===== config.mk =====
export PLATFORM = sky130hd
export DESIGN_NAME = asf_host
export DESIGN_NICKNAME = d
export VERILOG_FILES = /design/src/asf_pkg.sv /design/src/asf_host.sv
export VERILOG_INCLUDE_DIRS = /design/src
export SDC_FILE = /design/constraint.sdc
export NUM_CORES = 1
export LEC_CHECK = 0
export CAP_MARGIN = 5
export CORE_MARGIN = 3
export CORE_UTILIZATION = 53
export CTS_CLUSTER_SIZE = 8
export DETAILED_ROUTE_END_ITERATION = 10
export DONT_BUFFER_PORTS = 1
export HOLD_SLACK_MARGIN = 0.15
export PLACE_DENSITY = 0.68
export SLEW_MARGIN = 20
export SYNTH_ARGS = -nofsm -noshare
export SYNTH_HDL_FRONTEND = slang
export SYNTH_SLANG_ARGS = --single-unit

===== constraint.sdc =====
create_clock -name clk -period 7.35 [get_ports clk]
set_input_delay 1.1025 -clock clk [delete_from_list [all_inputs] [get_ports clk]]
set_output_delay 1.1025 -clock clk [all_outputs]
set_load 0.005 [all_outputs]

===== src/asf_map.svh =====
// asf_map.svh: register offsets, field positions and timing counts for the
// strobe fifo controller. assumes a 100 MHz clk; included by bare name.
`ifndef ASF_MAP_SVH
`define ASF_MAP_SVH
// register byte offsets
`define ASF_REG_CTRL        12'h000
`define ASF_REG_WDATA       12'h004
`define ASF_REG_RDATA       12'h008
`define ASF_REG_STATUS      12'h00C
// control fields
`define ASF_CTRL_CLEAR      0
`define ASF_CTRL_OE         1
// status fields
`define ASF_ST_SPACE        0
`define ASF_ST_VALID        1
`define ASF_ST_HALF         2
`define ASF_ST_EDGE         3
`define ASF_ST_BUSY         4
`define ASF_ST_RDNEW        5
// timing, ns and derived cycles at 10 ns
`define ASF_CLK_NS          10
`define ASF_STROBE_HI_NS    20
`define ASF_STROBE_LO_NS    20
`define ASF_CLEAR_NS        40
`define ASF_FT_NS           40
`define ASF_PULSE_NS        5
`define ASF_CYC(ns)         (((ns) + `ASF_CLK_NS - 1) / `ASF_CLK_NS)
`endif


===== src/asf_pkg.sv =====
// asf_pkg.sv: types shared by the strobe fifo controller.
// assumes asf_map.svh supplies numbers; this holds types only.
`default_nettype none
package asf_pkg;
    typedef enum {ST_CLEAR, ST_IDLE, ST_WR_HI, ST_WR_LO, ST_RD_HI, ST_RD_LO} asf_state_type;
    typedef struct packed {
        logic       space;
        logic       valid;
        logic       half;
        logic       edgeLvl;
    } asf_flags_type;
endpackage : asf_pkg
`default_nettype wire


===== src/asf_host.sv =====
// asf_host.sv: APB-controlled host that drives a 64x5 strobe fifo by pins.
// assumes the fifo pins are asynchronous to clk; outputs change on clk.
`timescale 1ns/10ps
`default_nettype none
`include "asf_map.svh"
module asf_host
    import asf_pkg::*;
#(
    parameter int WIDTH = 5,
    parameter int HOLD_CYC = `ASF_CYC(`ASF_STROBE_HI_NS),
    parameter int LOW_CYC = `ASF_CYC(`ASF_STROBE_LO_NS),
    parameter int CLR_CYC = `ASF_CYC(`ASF_CLEAR_NS),
    parameter int HELD_CYC = `ASF_CYC(`ASF_FT_NS + `ASF_PULSE_NS)
) (
    input  wire logic             clk,
    input  wire logic             resetn,
    input  wire logic             clkEn,
    input  wire logic             psel,
    input  wire logic             penable,
    input  wire logic             pwrite,
    input  wire logic [11:0]      paddr,
    input  wire logic [31:0]      pwdata,
    output logic      [31:0]      prdata,
    output logic                  pready,
    output logic                  pslverr,
    output logic      [WIDTH-1:0] din,
    output logic                  writeStrobe,
    output logic                  readStrobe,
    output logic                  clear_n,
    output logic                  outEnable_n,
    input  wire logic [WIDTH-1:0] dout,
    input  wire logic             space_available,
    input  wire logic             word_valid,
    input  wire logic             half_level_flag,
    input  wire logic             edge_level_flag
);
    ////////////////////////////////////////////////////////////////////////
    asf_state_type      state;
    asf_flags_type      flagMeta;
    asf_flags_type      flagSync;
    logic [WIDTH-1:0]   doutMeta;
    logic [WIDTH-1:0]   doutSync;
    logic [7:0]         timer;
    logic               wrPend;
    logic               rdPend;
    logic               clrPend;
    logic [WIDTH-1:0]   rdWord;
    logic               rdNew;
    logic               oeCtrl;
    logic               apbWr;
    logic               apbRd;
    logic               mapped;
    logic               timerDone;

    // every fifo pin is asynchronous, so two flops before use
    always_ff @(posedge clk or negedge resetn) begin
        if (!resetn) begin
            flagMeta <= '0;
            flagSync <= '0;
            doutMeta <= '0;
            doutSync <= '0;
        end else if (clkEn) begin
            flagMeta <= '{space_available, word_valid, half_level_flag, edge_level_flag};
            // a single fifo wide: its own flags already are the combined ones
            flagSync <= flagMeta;
            doutMeta <= dout;
            doutSync <= doutMeta;
        end
    end

    ////////////////////////////////////////////////////////////////////////
    // apb decode; slave answers in the access cycle, no wait states
    assign pready  = 1'b1;
    assign apbWr   = psel && penable && pwrite;
    assign apbRd   = psel && penable && !pwrite;
    assign mapped  = (paddr == `ASF_REG_CTRL) || (paddr == `ASF_REG_WDATA)
                  || (paddr == `ASF_REG_RDATA) || (paddr == `ASF_REG_STATUS);
    assign pslverr = psel && penable && !mapped;

    always_comb begin
        prdata = '0;
        unique case (paddr)
            `ASF_REG_CTRL: begin
                prdata[`ASF_CTRL_OE] = oeCtrl;
            end
            `ASF_REG_RDATA: begin
                prdata[WIDTH-1:0] = rdWord;
            end
            `ASF_REG_STATUS: begin
                prdata[`ASF_ST_SPACE] = flagSync.space;
                prdata[`ASF_ST_VALID] = flagSync.valid;
                prdata[`ASF_ST_HALF]  = flagSync.half;
                prdata[`ASF_ST_EDGE]  = flagSync.edgeLvl;
                prdata[`ASF_ST_BUSY]  = (state != ST_IDLE) || wrPend || rdPend || clrPend;
                prdata[`ASF_ST_RDNEW] = rdNew;
            end
            default: begin
                prdata = '0;
            end
        endcase
    end

    // software requests; a write or read request while one of its kind is pending is dropped
    always_ff @(posedge clk or negedge resetn) begin
        if (!resetn) begin
            wrPend  <= 1'b0;
            rdPend  <= 1'b0;
            clrPend <= 1'b0;
            oeCtrl  <= 1'b0;
        end else if (clkEn) begin
            if (apbWr && paddr == `ASF_REG_WDATA && !wrPend) begin
                wrPend <= 1'b1;
            end else if (state == ST_WR_HI && timerDone && flagSync.space == 1'b0) begin
                wrPend <= 1'b0;
            end
            if (apbWr && paddr == `ASF_REG_CTRL) begin
                oeCtrl <= pwdata[`ASF_CTRL_OE];
                if (pwdata[`ASF_CTRL_CLEAR]) begin
                    clrPend <= 1'b1;
                end
            end else if (state == ST_CLEAR && timerDone) begin
                clrPend <= 1'b0;
            end
            if (apbRd && paddr == `ASF_REG_RDATA && !rdPend) begin
                rdPend <= 1'b1;
            end else if (state == ST_RD_HI && timerDone) begin
                rdPend <= 1'b0;
            end
        end
    end

    ////////////////////////////////////////////////////////////////////////
    assign timerDone = (timer == 8'h00);

    // strobe sequencer; starts in clear so the fifo is emptied after power-up
    always_ff @(posedge clk or negedge resetn) begin
        if (!resetn) begin
            state <= ST_CLEAR;
            timer <= 8'(CLR_CYC);
        end else if (clkEn) begin
            if (!timerDone) begin
                timer <= timer - 8'h01;
            end
            unique case (state)
                ST_CLEAR: begin
                    if (timerDone) begin
                        state <= ST_IDLE;
                    end
                end
                ST_IDLE: begin
                    if (clrPend) begin
                        state <= ST_CLEAR;
                        timer <= 8'(CLR_CYC);
                    end else if (wrPend && flagSync.space) begin
                        state <= ST_WR_HI;
                        timer <= 8'(HELD_CYC);
                    end else if (rdPend && flagSync.valid) begin
                        state <= ST_RD_HI;
                        timer <= 8'(HOLD_CYC);
                    end
                end
                ST_WR_HI: begin
                    // drop the strobe only once the fifo has taken the word
                    if (timerDone && !flagSync.space) begin
                        state <= ST_WR_LO;
                        timer <= 8'(LOW_CYC);
                    end
                end
                ST_RD_HI: begin
                    if (timerDone) begin
                        state <= ST_RD_LO;
                        timer <= 8'(LOW_CYC);
                    end
                end
                ST_WR_LO, ST_RD_LO: begin
                    if (timerDone) begin
                        state <= ST_IDLE;
                    end
                end
            endcase
        end
    end

    // pins from flops; din stays put while the write strobe is high
    always_ff @(posedge clk or negedge resetn) begin
        if (!resetn) begin
            din         <= '0;
            writeStrobe <= 1'b0;
            readStrobe  <= 1'b0;
            clear_n     <= 1'b0;
            outEnable_n <= 1'b1;
        end else if (clkEn) begin
            // load din when the write is taken, a full cycle before the strobe
            // rises, so data never changes as the strobe rises; a write taken in the first ST_WR_LO cycle moves din as the strobe falls
            if (apbWr && paddr == `ASF_REG_WDATA && !wrPend) begin
                din <= pwdata[WIDTH-1:0];
            end
            writeStrobe <= (state == ST_WR_HI) || (state == ST_IDLE && wrPend && flagSync.space
                           && !clrPend);
            readStrobe  <= (state == ST_RD_HI) || (state == ST_IDLE && !clrPend
                           && !(wrPend && flagSync.space) && rdPend && flagSync.valid);
            clear_n     <= !(state == ST_CLEAR && !timerDone) && !(state == ST_IDLE && clrPend);
            outEnable_n <= !oeCtrl;
        end
    end

    // capture dout before the read strobe; the word read is the one valid
    always_ff @(posedge clk or negedge resetn) begin
        if (!resetn) begin
            rdWord <= '0;
            rdNew  <= 1'b0;
        end else if (clkEn) begin
            if (state == ST_IDLE && rdPend && flagSync.valid && !clrPend
                && !(wrPend && flagSync.space)) begin
                rdWord <= doutSync;
                rdNew  <= 1'b1;
            end else if (apbRd && paddr == `ASF_REG_STATUS) begin
                rdNew  <= 1'b0;
            end
        end
    end

    ////////////////////////////////////////////////////////////////////////
    AST_CLEAR_HELD: assert property (@(posedge clk) disable iff (!resetn)
        $rose(clear_n) |-> $past(clear_n, 1) == 1'b0 && $past(clear_n, 2) == 1'b0)
        else $error("clear pulse too short");
    AST_NO_BOTH: assert property (@(posedge clk) disable iff (!resetn)
        !(writeStrobe && readStrobe))
        else $error("write and read strobes together");
    AST_STROBE_NOT_IN_CLEAR: assert property (@(posedge clk) disable iff (!resetn)
        !clear_n |-> !writeStrobe && !readStrobe)
        else $error("strobe during clear");
    AST_DIN_STABLE: assert property (@(posedge clk) disable iff (!resetn)
        clkEn && writeStrobe && $past(writeStrobe) |-> $stable(din))
        else $error("din changed under write strobe");
    AST_WR_HELD: assert property (@(posedge clk) disable iff (!resetn)
        clkEn && $rose(writeStrobe) ##1 clkEn |-> writeStrobe)
        else $error("write strobe released too early");
    AST_RD_LOW_GAP: assert property (@(posedge clk) disable iff (!resetn)
        clkEn && $fell(readStrobe) ##1 clkEn |-> !readStrobe)
        else $error("read strobe low time too short");
    AST_OE_FOLLOW: assert property (@(posedge clk) disable iff (!resetn)
        clkEn && $past(clkEn) |-> outEnable_n == !$past(oeCtrl))
        else $error("output enable not following control");
    AST_WR_NEEDS_SPACE: assert property (@(posedge clk) disable iff (!resetn)
        clkEn && $rose(writeStrobe) |-> $past(flagSync.space))
        else $error("write strobe without space");
endmodule : asf_host
`default_nettype wire


==> metrics.txt <==
grt total ovfl 0; Final ANT Viol Nets 0; Pins Over Slew Limit 0; Avg Synthesized Cell Area 10.38 um2; IO buf count 0; Clock power frac 0.241; Leak 1.176 nW; outcome finished, final reports clean; die area 5792 um2; Critical Path Source Type primary input; Iter 0 DRT Violations 99; Sw Pwr 0.2122 mW; Setup crit end kind primary output; Final nets 306; cell with the most instances after synthesis dfrtp_1; total number of vias 1752; TritonCTS clock tree yes; Vias/cell 5.633; Mapped Area 2605 um2; final hold violation count 0; unrepaired setup endpoints after global routing false; Worst EP required 6.25 ns; Pre-antenna DRT Iters 4; Final Cell Area 2624 um2; gpl congestion 0.8377; non-filler cells, final 311; Die H 76.11 um; cells along the critical path nor4_2 > nand4_1 > a311oi_1; Cells after Synth 251; fill count 385; Total Routing Usage GR 0.1657; vias in the first global route 1566; Reg clk slew, reported paths 0.08 ns; Synth top cells by count dfrtp_1 (46), buf_4 (27), mux2_2 (26); Placed Area 2529 um2; clk_lat worst skew 0.30 ns; Remaining DRCs 0; Post-synth EDFFs 0; yosys warns 0; Slew headroom 0.5483; clock buffer depth 2; clock skew 0.007645 ns; Arr. time, crit path 2.29 ns; Achievable Freq 295.1 MHz; Pint 0.4639 mW; area occupied by multi-input gates 1214 um2; Min-Delay Path Class reg -> reg; critical setup path kind in -> out; layout cell share with drive strength beyond 1 0.1951; final critical-path required period 3.389 ns; Worst path slowest cell a311oi_1; Final TNS setup 0 ns; CTS root buffer clkbuf_8; dpl ws 3.987 ns; post-route clock period utilization 0.4611; global-route wire length before repair 7.852 mm; Ports 102; chip width 76.11 um; clk sinks 48; hpwl dp 3.365 mm; post-CTS sizing 0; final wirelength 4.700 mm; Setup Buffers After CTS 0; Synth area leaders dfrtp_1 (44%), mux2_2 (11%), buf_4 (7.8%); sequential fraction of the synthesis area 0.4621; Post-synth top flop dfrtp_1; register area 1204 um2; combinational group share of total power 0.226; ant diodes 0; ys async rst share 1.000; max-cap check violation count 0; part of the power in registers 0.533; Post-CTS Hold Fix Bufs 0; Max stage delay on crit path 0.48 ns; synthesis-stage register bit count 48; PD cells 257.7 nW/um2; total core area 4534 um2; post-synth cell types 43; CTS buffer count 5; cell taking the most area after synthesis dfrtp_1; Final setup viols 0; pin count of the biggest net entering global routing 49; Peak VDD IR 0.1476 mV; worst slew pin tran 0.6760 ns; Starting Density 0.5745; placed insts 303; initial antenna violation count 0; slack of the critical path 3.961 ns; H-tree depth 2; WL per Instance 15.11 um; Synth top area share 0.4419; # rows 24; Sw Ratio 0.3139; worst-path maximum fanout 7; area growth from synthesis to layout 0.7206%
flip-flops by register name, summed over array words and instances, names as in the netlist:
name and cells:
timer 8, din 5, doutMeta 5, doutSync 5, rdWord 5, flagMeta 4, flagSync 4, state 3
clear_n 1, clrPend 1, oeCtrl 1, outEnable_n 1, rdNew 1, rdPend 1, readStrobe 1, wrPend 1
writeStrobe 1
power groups by stage:
stage               logic [mW]  clock network [mW]  registers (mW)
finish                   0.153               0.163           0.360
detailed placement       0.152                   0           0.365
CTS                      0.153               0.167           0.360
global placement         0.148                   0           0.365
global route             0.174               0.180           0.370
floorplan                0.157                   0           0.341
worst paths after layout:
path | from | to | slack (ns) | cells after the start
worst min register to register | oeCtrl | outEnable_n | 0.46 | 1
worst max register to register | timer[0] | timer[0] | 4.68 | 10
worst min-delay path | oeCtrl | outEnable_n | 0.46 | 1
worst max-delay path | paddr[9] | prdata[4] | 3.96 | 3
min in group asynchronous | resetn | doutMeta[3] | 0.49 | 0
max in group asynchronous | resetn | timer[2] | 6.68 | 0
cells in the final DEF, fill, tap and decap left out, types with 2 or more instances in the layout:
cell and n:
a21oi_1 9, a31oi_1 5, clkbuf_8 6, conb_1 27, dfrtp_1 46, dfstp_2 2, ha_1 2, inv_1 8
mux2_2 26, mux2_4 5, mux2i_1 5, nand2_1 19, nand3_1 2, nand4_1 2, nor2_1 21, nor3_1 7
nor3b_1 3, nor4_2 2, o21ai_0 12, o31ai_1 7, o41ai_1 3, or3b_2 4, or4_1 3
area by class of cell:
cell class                 count  share of cell area
clock buffer                   7             0.03290
tap                           65             0.03100
inverter                       8             0.01144
clock inverter                 1            0.003338
multi-input combinational    182              0.4626
sequential                    48              0.4587
per-layer routing:
layer	GRT usage	up-vias	wire, um
met5	0	-	0
met4	0.05435	0	48
met3	0.05792	5	398
met2	0.2438	65	2109
met1	0.2288	853	2143
li1	-	829	-
worst max-delay path, delay by kind of cell:
kind / cells / cell delay [ns]
AND/OR/NAND/NOR: 2 / 0.70
AO/OA/AOI/OAI: 1 / 0.48
metrics by stage:
| step | hold WS [ns] | utilization | power, mW |
|---|---|---|---|
| global placement | 0.4474 | 0.5577 | 0.5126 |
| finish | 0.4631 | 0.5786 | 0.6761 |
| floorplan | 0.4110 | - | 0.4981 |
| detailed placement | 0.4606 | 0.5577 | 0.5173 |
| global route | 0.4574 | 0.5786 | 0.7251 |
| CTS | 0.4708 | 0.5786 | 0.6798 |
logic make-up after synthesis:
| logic type | share of synthesized area |
|---|---|
| and+or+nand+nor | 0.1388 |
| DFF | 0.4621 |
| AOI/OAI and AO/OA | 0.1182 |
| buffers and inverters | 0.1081 |
| muxes | 0.1604 |
| adders and majority gates | 0.009605 |
| other | 0.002883 |
Power figures use the tool's default switching activity.
